### src/hw/tpic_cfg.svh
`ifndef TPIC_CFG_SVH
`define TPIC_CFG_SVH
// register index on the plain port
`define TPIC_ADDR_LO_CTRL 3'h0
`define TPIC_ADDR_HI_CTRL 3'h1
`define TPIC_ADDR_CAP_CTRL 3'h2
`define TPIC_ADDR_CAP_BUF 3'h3
`define TPIC_ADDR_LO_COUNT 3'h4
`define TPIC_ADDR_HI_COUNT 3'h5
`define TPIC_ADDR_LO_PERIOD 3'h6
`define TPIC_ADDR_HI_PERIOD 3'h7
// timer control fields
`define TPIC_BIT_RUN 15
`define TPIC_BIT_IDLE_STOP 13
`define TPIC_BIT_GATE 6
`define TPIC_BIT_PS_HI 5
`define TPIC_BIT_PS_LO 4
`define TPIC_BIT_JOIN 3
`define TPIC_BIT_CLK_SRC 1
`define TPIC_LO_CTRL_MASK 16'hA07A
`define TPIC_HI_CTRL_MASK 16'hA072
// capture control fields
`define TPIC_BIT_CAP_IDLE 13
`define TPIC_BIT_CAP_TB 7
`define TPIC_BIT_CPI_HI 6
`define TPIC_BIT_CPI_LO 5
`define TPIC_BIT_CAP_OVF 4
`define TPIC_BIT_CAP_NE 3
`define TPIC_BIT_MODE_HI 2
`define TPIC_CAP_CTRL_MASK 16'h20E7
`define TPIC_CTRL_RESET 16'h0000
// prescale terminal counts
`define TPIC_PS_DIV1 8'h00
`define TPIC_PS_DIV8 8'h07
`define TPIC_PS_DIV64 8'h3F
`define TPIC_PS_DIV256 8'hFF
`define TPIC_EDGE4_LAST 4'h3
`define TPIC_EDGE16_LAST 4'hF
`define TPIC_PERIOD_RESET 16'hFFFF
`endif

### src/hw/tpic_pkg.sv
package tpic_pkg;
	typedef enum logic [2:0] {
		TPIC_CAP_OFF = 3'b000,
		TPIC_CAP_EVERY_EDGE = 3'b001,
		TPIC_CAP_FALL = 3'b010,
		TPIC_CAP_RISE = 3'b011,
		TPIC_CAP_RISE4 = 3'b100,
		TPIC_CAP_RISE16 = 3'b101,
		TPIC_CAP_UNUSED = 3'b110,
		TPIC_CAP_WAKE = 3'b111
	} tpic_cap_mode_t;
endpackage

### src/hw/tpic_timer_pair_capture.sv
// Function
// - run_enable starts and stops the timer; low control runs the joined pair.
// - idle_stop set halts the timer during Idle; clear keeps it running.
// - gated accumulation works only with internal clock; ignored with external clock.
// - prescale_select divides input clock by 1, 8, 64 or 256.
// - pair_join_select joins both timers into one 32-bit timer.
// - clock_source_select picks external pin rising edges or the internal clock.
// - in 32-bit mode high control bits have no effect on the timers.
// - unimplemented bits read zero; implemented control bits reset to zero.
// - each qualifying capture event stores the selected 16-bit count.
// - capture_timebase_select 1 captures low count, 0 captures high count.
// - capture_mode_select picks off, every edge, fall, rise, 4th or 16th rise.
// - mode 111 only wakes on rising edges in Sleep or Idle.
// - every-edge mode interrupts on each capture, ignoring captures_per_interrupt.
// - captures_per_interrupt gives an interrupt every 1, 2, 3 or 4 captures.
// - captured values are held in a four-entry first-in first-out buffer.
// - overflow flag set by hardware on overflow; software writes do nothing.
// - not-empty flag is high while any captured value remains unread.
// - capture_idle_stop set halts buffer captures during Idle; the mode 111 wake and interrupt still fire.
// - a capture pin event can wake the chip from Sleep or Idle.
// - the capture channel raises its interrupt at the set capture rate.
// - in 32-bit mode low timer holds low word, high timer high word.
// - in 32-bit mode low clock and gate drive the pair; high flag interrupts.
// - in 32-bit mode the interrupt fires when the count matches the period.
`timescale 1ns/100ps
`include "tpic_cfg.svh"
module tpic_timer_pair_capture
	import tpic_pkg::*;
#(
	parameter int FIFO_DEPTH = 4
) (
	input wire logic core_clk,
	input wire logic sys_rst,
	input wire logic [2:0] reg_addr,
	input wire logic [15:0] reg_wdata,
	input wire logic reg_write,
	input wire logic reg_read,
	output logic [15:0] reg_rdata,
	input wire logic cpu_idle,
	input wire logic cpu_sleep,
	input wire logic low_word_ext_clock_pin,
	input wire logic high_word_ext_clock_pin,
	input wire logic low_gate_pin,
	input wire logic high_gate_pin,
	input wire logic capture_input_pin,
	output logic low_timer_irq,
	output logic high_timer_irq,
	output logic capture_irq,
	output logic wake_request
);
	localparam int PTR_W = $clog2(FIFO_DEPTH);

	initial begin
		if (FIFO_DEPTH != 4) begin
			$error("capture buffer depth must be 4");
		end
	end

	logic [15:0] low_ctrl_reg;
	logic [15:0] high_ctrl_reg;
	logic [15:0] cap_ctrl_reg;
	logic [15:0] low_count_reg;
	logic [15:0] high_count_reg;
	logic [15:0] low_period_reg;
	logic [15:0] high_period_reg;
	logic [1:0] ext_prev_reg;
	logic [1:0] gate_prev_reg;
	logic [7:0] ps_cnt_reg [2];
	logic cap_prev_reg;
	logic [3:0] edge_cnt_reg;
	logic [1:0] irq_cnt_reg;
	logic [15:0] fifo_mem_reg [FIFO_DEPTH];
	logic [PTR_W-1:0] wr_ptr_reg;
	logic [PTR_W-1:0] rd_ptr_reg;
	logic [PTR_W:0] fill_reg;
	logic ovf_reg;

	logic joined;
	logic [1:0] tick;
	logic [1:0] match;
	logic [1:0] gate_fall;
	logic cap_rise;
	logic cap_fall;
	logic cap_run;
	logic cap_event;
	logic buf_read;
	logic buf_push;
	logic [15:0] cap_value;
	logic [1:0] irq_last;
	tpic_cap_mode_t cap_mode;

	assign joined = low_ctrl_reg[`TPIC_BIT_JOIN];
	assign cap_mode = tpic_cap_mode_t'(cap_ctrl_reg[`TPIC_BIT_MODE_HI:0]);

	// per-timer clocking: in joined mode both halves take the low control bits
	genvar gi;
	generate
		for (gi = 0; gi < 2; gi++) begin : g_tmr
			logic [15:0] ctl;
			logic ext_pin;
			logic gate_pin;
			logic src_edge;
			logic run;
			logic [7:0] ps_last;
			assign ctl = (gi == 0 || joined) ? low_ctrl_reg : high_ctrl_reg;
			assign ext_pin = (gi == 0 || joined) ? low_word_ext_clock_pin
				: high_word_ext_clock_pin;
			assign gate_pin = (gi == 0 || joined) ? low_gate_pin : high_gate_pin;
			assign run = ctl[`TPIC_BIT_RUN]
				&& !(cpu_idle && ctl[`TPIC_BIT_IDLE_STOP])
				&& !cpu_sleep;
			always_comb begin
				if (ctl[`TPIC_BIT_CLK_SRC]) begin
					src_edge = ext_pin && !ext_prev_reg[gi];
				end else if (ctl[`TPIC_BIT_GATE]) begin
					src_edge = gate_pin;
				end else begin
					src_edge = 1'b1;
				end
			end
			always_comb begin
				unique case (ctl[`TPIC_BIT_PS_HI:`TPIC_BIT_PS_LO])
					2'b00: ps_last = `TPIC_PS_DIV1;
					2'b01: ps_last = `TPIC_PS_DIV8;
					2'b10: ps_last = `TPIC_PS_DIV64;
					2'b11: ps_last = `TPIC_PS_DIV256;
				endcase
			end
			assign tick[gi] = run && src_edge && (ps_cnt_reg[gi] == ps_last);
			assign gate_fall[gi] = !ctl[`TPIC_BIT_CLK_SRC] && ctl[`TPIC_BIT_GATE]
				&& gate_prev_reg[gi] && !gate_pin;
			always_ff @(posedge core_clk) begin
				if (sys_rst || !run) begin
					ps_cnt_reg[gi] <= `TPIC_PS_DIV1;
				end else if (src_edge) begin
					ps_cnt_reg[gi] <= (ps_cnt_reg[gi] == ps_last) ? `TPIC_PS_DIV1
						: ps_cnt_reg[gi] + 8'h01;
				end
			end
		end
	endgenerate

	always_ff @(posedge core_clk) begin
		if (sys_rst) begin
			ext_prev_reg <= 2'b00;
			gate_prev_reg <= 2'b00;
			cap_prev_reg <= 1'b0;
		end else begin
			ext_prev_reg <= {high_word_ext_clock_pin, low_word_ext_clock_pin};
			gate_prev_reg <= {high_gate_pin, low_gate_pin};
			cap_prev_reg <= capture_input_pin;
		end
	end

	// period match; joined mode compares all 32 bits
	assign match[0] = (low_count_reg == low_period_reg);
	assign match[1] = joined ? (match[0] && high_count_reg == high_period_reg)
		: (high_count_reg == high_period_reg);

	always_ff @(posedge core_clk) begin
		if (sys_rst) begin
			low_count_reg <= `TPIC_CTRL_RESET;
			high_count_reg <= `TPIC_CTRL_RESET;
		end else if (reg_write && reg_addr == `TPIC_ADDR_LO_COUNT) begin
			low_count_reg <= reg_wdata;
		end else if (reg_write && reg_addr == `TPIC_ADDR_HI_COUNT) begin
			high_count_reg <= reg_wdata;
		end else if (joined) begin
			if (tick[0]) begin
				if (match[1]) begin
					low_count_reg <= `TPIC_CTRL_RESET;
					high_count_reg <= `TPIC_CTRL_RESET;
				end else begin
					low_count_reg <= low_count_reg + 16'h0001;
					if (low_count_reg == `TPIC_PERIOD_RESET) begin
						high_count_reg <= high_count_reg + 16'h0001;
					end
				end
			end
		end else begin
			if (tick[0]) begin
				low_count_reg <= match[0] ? `TPIC_CTRL_RESET : low_count_reg + 16'h0001;
			end
			if (tick[1]) begin
				high_count_reg <= match[1] ? `TPIC_CTRL_RESET : high_count_reg + 16'h0001;
			end
		end
	end

	always_ff @(posedge core_clk) begin
		if (sys_rst) begin
			low_timer_irq <= 1'b0;
			high_timer_irq <= 1'b0;
		end else begin
			low_timer_irq <= !joined && ((tick[0] && match[0]) || gate_fall[0]);
			high_timer_irq <= joined ? ((tick[0] && match[1]) || gate_fall[0])
				: ((tick[1] && match[1]) || gate_fall[1]);
		end
	end

	always_ff @(posedge core_clk) begin
		if (sys_rst) begin
			low_period_reg <= `TPIC_PERIOD_RESET;
			high_period_reg <= `TPIC_PERIOD_RESET;
		end else if (reg_write && reg_addr == `TPIC_ADDR_LO_PERIOD) begin
			low_period_reg <= reg_wdata;
		end else if (reg_write && reg_addr == `TPIC_ADDR_HI_PERIOD) begin
			high_period_reg <= reg_wdata;
		end
	end

	// control registers; only implemented bits are stored
	always_ff @(posedge core_clk) begin
		if (sys_rst) begin
			low_ctrl_reg <= `TPIC_CTRL_RESET;
			high_ctrl_reg <= `TPIC_CTRL_RESET;
			cap_ctrl_reg <= `TPIC_CTRL_RESET;
		end else if (reg_write) begin
			if (reg_addr == `TPIC_ADDR_LO_CTRL) begin
				low_ctrl_reg <= reg_wdata & `TPIC_LO_CTRL_MASK;
			end
			if (reg_addr == `TPIC_ADDR_HI_CTRL) begin
				high_ctrl_reg <= reg_wdata & `TPIC_HI_CTRL_MASK;
			end
			if (reg_addr == `TPIC_ADDR_CAP_CTRL) begin
				cap_ctrl_reg <= reg_wdata & `TPIC_CAP_CTRL_MASK;
			end
		end
	end

	// capture event qualification
	assign cap_rise = capture_input_pin && !cap_prev_reg;
	assign cap_fall = !capture_input_pin && cap_prev_reg;
	assign cap_run = !(cpu_idle && cap_ctrl_reg[`TPIC_BIT_CAP_IDLE])
		&& !cpu_sleep;

	always_comb begin
		unique case (cap_mode)
			TPIC_CAP_EVERY_EDGE: cap_event = cap_rise || cap_fall;
			TPIC_CAP_FALL: cap_event = cap_fall;
			TPIC_CAP_RISE: cap_event = cap_rise;
			TPIC_CAP_RISE4: cap_event = cap_rise && edge_cnt_reg == `TPIC_EDGE4_LAST;
			TPIC_CAP_RISE16: cap_event = cap_rise && edge_cnt_reg == `TPIC_EDGE16_LAST;
			TPIC_CAP_OFF, TPIC_CAP_UNUSED, TPIC_CAP_WAKE: cap_event = 1'b0;
		endcase
	end

	always_ff @(posedge core_clk) begin
		if (sys_rst || cap_mode == TPIC_CAP_OFF) begin
			edge_cnt_reg <= 4'h0;
		end else if (cap_run && cap_rise
			&& (cap_mode == TPIC_CAP_RISE4 || cap_mode == TPIC_CAP_RISE16)) begin
			edge_cnt_reg <= (cap_event) ? 4'h0 : edge_cnt_reg + 4'h1;
		end
	end

	assign cap_value = cap_ctrl_reg[`TPIC_BIT_CAP_TB] ? low_count_reg
		: high_count_reg;
	assign buf_read = reg_read && reg_addr == `TPIC_ADDR_CAP_BUF && fill_reg != '0;
	assign buf_push = cap_run && cap_event;

	// four-entry buffer; a capture into a full buffer is dropped and flags overflow
	always_ff @(posedge core_clk) begin
		if (sys_rst) begin
			wr_ptr_reg <= '0;
			rd_ptr_reg <= '0;
			fill_reg <= '0;
			ovf_reg <= 1'b0;
		end else begin
			if (buf_push && fill_reg != (PTR_W+1)'(FIFO_DEPTH)) begin
				fifo_mem_reg[wr_ptr_reg] <= cap_value;
				wr_ptr_reg <= wr_ptr_reg + 1'b1;
			end
			if (buf_read) begin
				rd_ptr_reg <= rd_ptr_reg + 1'b1;
			end
			if (buf_push && fill_reg != (PTR_W+1)'(FIFO_DEPTH) && !buf_read) begin
				fill_reg <= fill_reg + 1'b1;
			end else if (buf_read && (!buf_push || fill_reg == (PTR_W+1)'(FIFO_DEPTH))) begin
				fill_reg <= fill_reg - 1'b1;
			end
			// a dropped capture always flags, even when a read frees a slot in that cycle
			if (buf_push && fill_reg == (PTR_W+1)'(FIFO_DEPTH)) begin
				ovf_reg <= 1'b1;
			end else if (buf_read || cap_mode == TPIC_CAP_OFF) begin
				ovf_reg <= 1'b0;
			end
		end
	end

	// capture interrupt rate
	assign irq_last = cap_ctrl_reg[`TPIC_BIT_CPI_HI:`TPIC_BIT_CPI_LO];
	always_ff @(posedge core_clk) begin
		if (sys_rst) begin
			irq_cnt_reg <= 2'b00;
			capture_irq <= 1'b0;
			wake_request <= 1'b0;
		end else begin
			capture_irq <= 1'b0;
			wake_request <= 1'b0;
			if (cap_mode == TPIC_CAP_OFF) begin
				irq_cnt_reg <= 2'b00;
			end else if (cap_mode == TPIC_CAP_WAKE) begin
				if (cap_rise && (cpu_sleep || cpu_idle)) begin
					capture_irq <= 1'b1;
					wake_request <= 1'b1;
				end
			end else if (buf_push) begin
				if (cap_mode == TPIC_CAP_EVERY_EDGE || irq_cnt_reg == irq_last) begin
					capture_irq <= 1'b1;
					irq_cnt_reg <= 2'b00;
				end else begin
					irq_cnt_reg <= irq_cnt_reg + 2'b01;
				end
			end
		end
	end

	// read port: data in the cycle after the strobe
	always_ff @(posedge core_clk) begin
		if (sys_rst) begin
			reg_rdata <= 16'h0000;
		end else if (reg_read) begin
			unique case (reg_addr)
				`TPIC_ADDR_LO_CTRL: reg_rdata <= low_ctrl_reg;
				`TPIC_ADDR_HI_CTRL: reg_rdata <= high_ctrl_reg;
				`TPIC_ADDR_CAP_CTRL: reg_rdata <= cap_ctrl_reg
					| {11'h000, ovf_reg, (fill_reg != '0), 3'b000};
				`TPIC_ADDR_CAP_BUF: reg_rdata <= (fill_reg != '0)
					? fifo_mem_reg[rd_ptr_reg] : 16'h0000;
				`TPIC_ADDR_LO_COUNT: reg_rdata <= low_count_reg;
				`TPIC_ADDR_HI_COUNT: reg_rdata <= high_count_reg;
				`TPIC_ADDR_LO_PERIOD: reg_rdata <= low_period_reg;
				`TPIC_ADDR_HI_PERIOD: reg_rdata <= high_period_reg;
			endcase
		end else begin
			reg_rdata <= 16'h0000;
		end
	end
endmodule

### config.mk
export PLATFORM = sky130hd
export DESIGN_NAME = tpic_timer_pair_capture
export DESIGN_NICKNAME = d
export VERILOG_FILES = /design/src/hw/tpic_pkg.sv /design/src/hw/tpic_timer_pair_capture.sv
export VERILOG_INCLUDE_DIRS = /design/src /design/src/hw
export SDC_FILE = /design/constraint.sdc
export NUM_CORES = 1
export LEC_CHECK = 0
export BUFFER_PORTS_ARGS = -buffer_cell sky130_fd_sc_hd__buf_2
export CAP_MARGIN = 20
export CELL_PAD_IN_SITES_DETAIL_PLACEMENT = 1
export CELL_PAD_IN_SITES_GLOBAL_PLACEMENT = 1
export CORE_ASPECT_RATIO = 2
export CORE_MARGIN = 3
export CORE_UTILIZATION = 47
export DETAILED_ROUTE_END_ITERATION = 12
export PLACE_DENSITY = 0.87
export SETUP_SLACK_MARGIN = 0.3
export SYNTH_ARGS = -nofsm -noshare
export SYNTH_HDL_FRONTEND = slang
export SYNTH_SLANG_ARGS = --single-unit
### constraint.sdc
create_clock -name core_clk -period 4.76 [get_ports core_clk]
set_input_delay 0.238 -clock core_clk [delete_from_list [all_inputs] [get_ports core_clk]]
set_output_delay 0.238 -clock core_clk [all_outputs]
set_load 0.02 [all_outputs]
==> reports/metrics.yaml, run 1 <==
timing:
  final-hold-violation-count: 0
  tightest_slew_ns: 0.970
  fin_crit_sh_pct: 66.3
  fin_crit_ns: 3.16
  fin_tns_setup_ns: 0
  slew_headroom_pct: 35.3
  setup_viol: 0
  rsz0062_at_grt: "false"
  finalClockSkew_ns: 0.0137
  slew_viol_final: 0
  timing.fmax_mhz: 317
  holdWs_ns: 0.0177
power:
  switchingPower_uw: 889
  combinationalPowerShare_pct: 6.6
  p_seq_share_pct: 49.3
  power_leakage_nw: 4.12
  p_per_area_nw_per_um2: 336
  p_int_mw: 2.90
  peakVddDrop_v: 0.000426
  clkPwrFrac_pct: 44.1
  p_sw_share_pct: 23.4
logic_synthesis:
  yosys_warnings: 0
  synthMuxAreaShare_pct: 10.7
  synth_simple_gate_area_share_pct: 16.8
  syn_inst: 1005
  synth_edf_count: 80
  avgSynthCellArea_um2: 10.2
  synth_top_family_by_area: "simple AND/OR/NAND/NOR gates"
  synth_compound_area_share_pct: 13.7
  synthArstFlopShare_pct: 0
  synthXorXnorAreaFrac_pct: 5.24
  syn_nets: 1048
  synth_area_um2: 10200
  synth_fa_ha_area_share_pct: 1.67
  seq_area_frac_synth_pct: 48.1
  ys.flop_type: "dfxtp_1"
  synth.distinct_cells: 67
  ys_ff_latch: 205
die:
  design.die.area_um2: 23600
  die_w_um: 110
  core_area_um2: 21100
  fp-row-count: 75
  io_pins: 50
  die_y_um: 214
  initial_core_util_pct: 48.3
clock_network:
  cts.path.max_buffers: 3
  root_buffer: "clkbuf_16"
  cts.clk_slew.worst_paths_ns: 0.07
  clk_latency_ns: 0.52
  post_cts_resized: 0
  post_cts_buffers: 0
  htreeDepth: 1
  cts_hold_buf: 3
  cts_tree: "done"
  cts.sinks: 205
  cts_made_buffers: 19
placement:
  port_buffers: 49
  dp_hpwl_um: 23400
  routabilityCongestion: 0.956
  dp_cells: 1265
critical_path:
  r2r-start: "low_count_reg[0]$_SDFFE_PP0P_"
  start_kind: "flip-flop"
  cp.arrival_ns: 3.56
  crit_start: "low_count_reg[0]$_SDFFE_PP0P_"
  crit_type: "flip-flop to flip-flop"
  cp_data_required_time_ns: 5.17
  endpoint_kind: "flip-flop"
  crit_fanout: 32
route:
  via_per_inst: 6.29
  route.detailed.drc: 0
  wire_per_inst_um: 25.4
  drt_first_pass_iters: 5
  drt-total-wl_um: 33000
  vias: 8179
  drt_iter0_drc: 683
  ant_nets: 0
final_layout:
  drive_above_1_share_pct: 14.5
  final_cell_count_no_fill: 1301
  diodes: 0
  nets: 1063
  largest_register_ffs: 64
  area_growth_pct: 10.5
global_routing:
  grt_pass1_vias: 8721
  antenna_found_initial: 0
  grt_use_total_pct: 28.4
  grt_start_max_net_pins: 56
  grt_pass1_wl_um: 50500
  grt_overflow: 0
run:
  maxCapViolCount: 0
status:
  status: "finished clean"
min_path:
  hp-class: "input port to flip-flop"
  hp-start: "high_gate_pin"
## cells in the final DEF, fill, tap and decap left out, drive strengths merged, types with 5 or more instances in the layout
master	Yosys	layout
and3	20	20
nand3	53	53
ha	12	12
a21oi	44	44
inv	26	26
a31o	5	5
a22oi	24	24
nor2b	11	11
nand2b	10	10
o32ai	8	8
buf	21	60
a211oi	9	9
a32o	5	5
a22o	12	12
mux4	23	23
dfxtp	125	125
nor3b	6	6
o21ai	31	31
edfxtp	80	80
nand2	118	118
o211a	5	5
xor2	51	51
clkinv	0	5
nor3	16	16
mux2i	36	36
nor4	10	10
nand3b	5	5
a221oi	11	11
mux2	19	19
xnor2	10	10
nor2	90	90
nand4	9	9
clkbuf	48	22
## routing by layer
metal / vias to the layer above / global-route usage (%) / routed length, um
li1: 3669 / - / -
met1: 4094 / 28.5 / 11000
met2: 276 / 50.2 / 17400
met3: 140 / 4.67 / 1450
met4: 0 / 21.5 / 3110
met5: - / 0 / 0
## worst max-delay path, cell delays in order (launching register included)
cell       delay [ns]
dfxtp_1          0.51
ha_1             0.25
nand3_1          0.18
nor4_2           0.63
nand3_1          0.22
o22a_1           0.24
o2bb2ai_4        0.62
nand2_1          0.14
a31o_1           0.26
## final cells by class
class                           count  area (um2)
Timing Repair Buffer               63         358
Inverter                           26        97.6
Clock inverter                     11         156
Fill cell                        2350        9840
Tap cell                          269         337
Clock buffer                       22         508
Sequential cell                   205        4900
Multi-Input combinational cell    705        4910
## cell usage after synthesis, types with 16 or more instances
cell      instances  area share (%)
mux4_2           23             5.1
edfxtp_1         80              24
inv_1            26            0.96
xor2_1           51             4.4
nor2_1           90             3.3
nand2_1         118             4.3
and3_1           20             1.2
dfxtp_1         125              25
mux2_2           19             2.1
a22oi_1          24             1.8
nand3_1          53             2.6
o21ai_0          27             1.3
clkbuf_1         48             1.8
mux2i_1          36             3.5
a21oi_1          42             2.1
nor3_1           16            0.79
## power groups by stage
stage / clock (mW) / sequential (mW) / combinational, mW
finish: 1.67 / 1.87 / 0.250
global placement: 0 / 1.91 / 0.235
detailed placement: 0 / 1.91 / 0.241
CTS: 1.69 / 1.87 / 0.245
global route: 1.76 / 1.87 / 0.266
floorplan: 0 / 1.90 / 0.151
## stage by stage
stage	setup slack, ns	power [mW]	utilization, %	area (um2)
detailed placement	1.62	2.15	50.1	10600
CTS	1.63	3.80	53.4	11300
floorplan	2.07	2.05	-	10200
global route	1.35	3.90	53.4	11300
global placement	1.70	2.14	50.1	10600
finish	1.60	3.79	53.4	11300
## worst paths after layout
kind	endpoint	depth (start not counted)	slack [ns]
setup reg to reg	high_count_reg[2]$_SDFFE_PP0P_	8	1.60
hold reg to reg	g_tmr[0].ctl[15]$_SDFFE_PP0P_	2	0.48
setup / recovery	high_count_reg[2]$_SDFFE_PP0P_	8	1.60
hold / removal	gate_prev_reg[1]$_SDFF_PP0_	2	0.02
## cells by family (layout without fill, tap and decap cells)
family	Yosys count	after routing
flip-flops	205	205
AO/OA/AOI/OAI	190	190
XOR/XNOR	61	61
multiplexers	78	78
buffers and inverters	95	122
AND/OR/NAND/NOR	363	363
adder cells (fa/ha/maj)	13	13
Note: power is estimated with default switching activity, not from simulation.
==> run 2, diff against run 1 <==
Clock period 4.76 ns to 3.09 ns, I/O delays scaled along.
==> run 2 against run 1 <==
- register-to-register slack worse by 1.4 ns
- first-iteration DRC count grew 9.1%
- clock power increased by 57%
- core utilization is 2.6 points higher
==> reports/metrics.yaml, run 2 (synthesis gave the netlist of run 1 again) <==
clock_network:
  clk_latency_ns: 0.52  # about the same
  cts_tree: "done"
  cts.path.max_buffers: 3  # unchanged
  root_buffer: "clkbuf_16"
  cts.sinks: 205  # unchanged
  htreeDepth: 1  # unchanged
  cts_made_buffers: 20  # +1
  cts.clk_slew.worst_paths_ns: 0.07  # about the same
route:
  drt_first_pass_iters: 7  # +2
  route.detailed.drc: 0  # unchanged
  drt_iter0_drc: 745  # +9.1%
  wire_per_inst_um: 26.6  # +5.0%
  wl_met1_um: 11600  # +5.1%
  via_per_inst: 6.38  # +1.6%
  maxUsedRoutingLayer: "met4"
  drt-total-wl_um: 36300  # +10%
  route.met2.wl_um: 18800  # +8.1%
  wl_met3_um: 2140  # +47%
  vias: 8708  # +6.5%
  ant_nets: 0  # unchanged
power:
  peakVddDrop_v: 0.000336  # -21%
  switchingPower_mw: 1.42  # +60%
  p_sw_share_pct: 23.9  # +0.47 points
  combinationalPowerShare_pct: 7.4  # +0.8 points
  p_int_mw: 4.53  # +56%
  clkPwrFrac_pct: 44.3  # +0.2 points
  p_seq_share_pct: 48.3  # -1.0 points
  p_per_area_nw_per_um2: 503  # +50%
  power_leakage_nw: 4.45  # +7.8%
die:
  core_area_um2: 21100  # unchanged
  initial_core_util_pct: 48.3  # unchanged
  die_w_um: 110  # unchanged
  die_y_um: 214  # unchanged
  io_pins: 50  # unchanged
  design.die.area_um2: 23600  # unchanged
  fp-row-count: 75  # unchanged
critical_path:
  path_cells: "xor2_1 > nor4_1 > nand4_1 > a21o_1 > and2_1 > buf_4 > a221oi_1 > nor2_1"
  crit_fanout: 6  # -81%
  path_buf_inv: 1  # +1
  crit_type: "flip-flop to flip-flop"
  path_delay_family: "simple AND/OR/NAND/NOR gates"
  start_kind: "flip-flop"
  cp.arrival_ns: 3.24  # -0.32 ns
  cp_data_required_time_ns: 3.48  # -1.69 ns
  endpoint_kind: "flip-flop"
  slowest_delay_ns: 0.50  # -0.13 ns
  critPathSlowestCell: "dfxtp_1"
final_layout:
  final_common_cell: "dfxtp_1"
  drive_above_1_share_pct: 18.6  # +4.1 points
  final_cell_count_no_fill: 1364  # +4.8%
  nets: 1124  # +5.7%
  diodes: 0  # unchanged
  largest_register_ffs: 64  # unchanged
  final_core_util_pct: 56.0  # +2.6 points
  layout_common_cells: "121 x dfxtp_1, 118 x nand2_1, 89 x nor2_1, 80 x edfxtp_1, 56 x buf_4"
  area_growth_pct: 15.9
run:
  maxCapViolCount: 0  # unchanged
min_path:
  hp-class: "input port to flip-flop"
placement:
  dp_cells: 1310  # +3.6%
  port_buffers: 49  # unchanged
  dp_hpwl_um: 25900  # +11%
  routabilityCongestion: 1.03  # +7.2%
timing:
  setup_viol: 0  # unchanged
  rsz0062_at_grt: "false"
  fin_crit_ns: 2.86  # -0.298 ns
  fin_crit_sh_pct: 92.5  # +26 points
  tightest_slew_ns: 0.949  # -0.0204 ns
  finalClockSkew_ns: 0.0166  # +0.00285 ns
  fin_tns_setup_ns: 0  # unchanged
  timing.fmax_mhz: 350  # +10%
  slew_viol_final: 0  # unchanged
  final-hold-violation-count: 0  # unchanged
  holdWs_ns: 0.0182  # +0.000531 ns
  slew_headroom_pct: 36.6  # +1.4 points
global_routing:
  antenna_found_initial: 0  # unchanged
  grt_overflow: 0  # unchanged
  grt_pass1_wl_um: 55100  # +9.1%
  grt_use_total_pct: 31.3  # +2.9 points
  grt_pass1_vias: 9459  # +8.5%
  grt_start_max_net_pins: 39  # -30%
status:
  status: "finished clean"
==> run 2: changes by cell type in the layout (fill, tap and decap cells not counted), moves of 2 or more <==
| cell | before | now |
|---|---|---|
| dfxtp_1 | 125 | 121 |
| clkbuf_8 | 0 | 3 |
| dfxtp_2 | 0 | 4 |
| clkbuf_16 | 20 | 22 |
| buf_4 | 11 | 56 |
| bufinv_16 | 4 | 2 |
| dlygate4sd3_1 | 3 | 17 |
==> run 2: routing by layer <==
layer,vias to the layer above,global-route usage [%]
met1,4317,31.1
li1,3803,-
met2,395,53.7
met3,193,5.72
met4,0,26.9
met5,-,0
==> run 2: path summary, 6_finish.rpt <==
kind | end | cells after the start | slack [ns] | from
max | low_count_reg[3]$_SDFFE_PP0P_ | 8 | 0.23 | high_count_reg[13]$_SDFFE_PP0P_
min | low_period_reg[7]$_SDFFE_PP1P_ | 3 | 0.02 | reg_wdata[7]
max reg2reg | low_count_reg[3]$_SDFFE_PP0P_ | 8 | 0.23 | high_count_reg[13]$_SDFFE_PP0P_
min reg2reg | g_tmr[0].ctl[15]$_SDFFE_PP0P_ | 2 | 0.47 | g_tmr[0].ctl[15]$_SDFFE_PP0P_
==> run 2: layout make-up <==
| type | count | area (um2) |
|---|---|---|
| repair buffers | 123 | 856 |
| multi-input cells | 705 | 4910 |
| clock buffers | 27 | 599 |
| well taps | 269 | 337 |
| flip-flops and latches | 205 | 4910 |
| fillers | 2346 | 9290 |
| inverters | 26 | 97.6 |
| clock inverters | 9 | 108 |
==> run 2: worst min-delay path, delay by kind of cell <==
kind / cells / cell delay (ns)
and+or+nand+nor: 2 / 0.15
buffers and inverters: 1 / 0.18
==> run 2: power by group through the flow <==
| stage | logic [mW] | registers (mW) | clock network [mW] |
|---|---|---|---|
| global placement | 0.392 | 2.93 | 0 |
| finish | 0.442 | 2.87 | 2.63 |
| CTS | 0.425 | 2.87 | 2.66 |
| global route | 0.461 | 2.88 | 2.78 |
| detailed placement | 0.402 | 2.93 | 0 |
| floorplan | 0.232 | 2.92 | 0 |
==> run 2: per-stage QoR <==
stage,instance area [um2],power [mW],setup WS [ns]
2_1_floorplan,10200,3.15,0.402
3_3_place_gp,10900,3.32,0.503
3_5_place_dp,10900,3.33,0.440
4_1_cts,11800,5.95,0.383
5_1_grt,11800,6.12,0.259
6_report,11800,5.95,0.232
==> run 2: timing repair <==
action | CTS | global route
hold endpoints to repair | 25 | 0
hold buffers | 17 | 0
endpoints found under the setup margin | 0 | 4
setup buffers | 0 | 1
resized for setup | 0 | 4
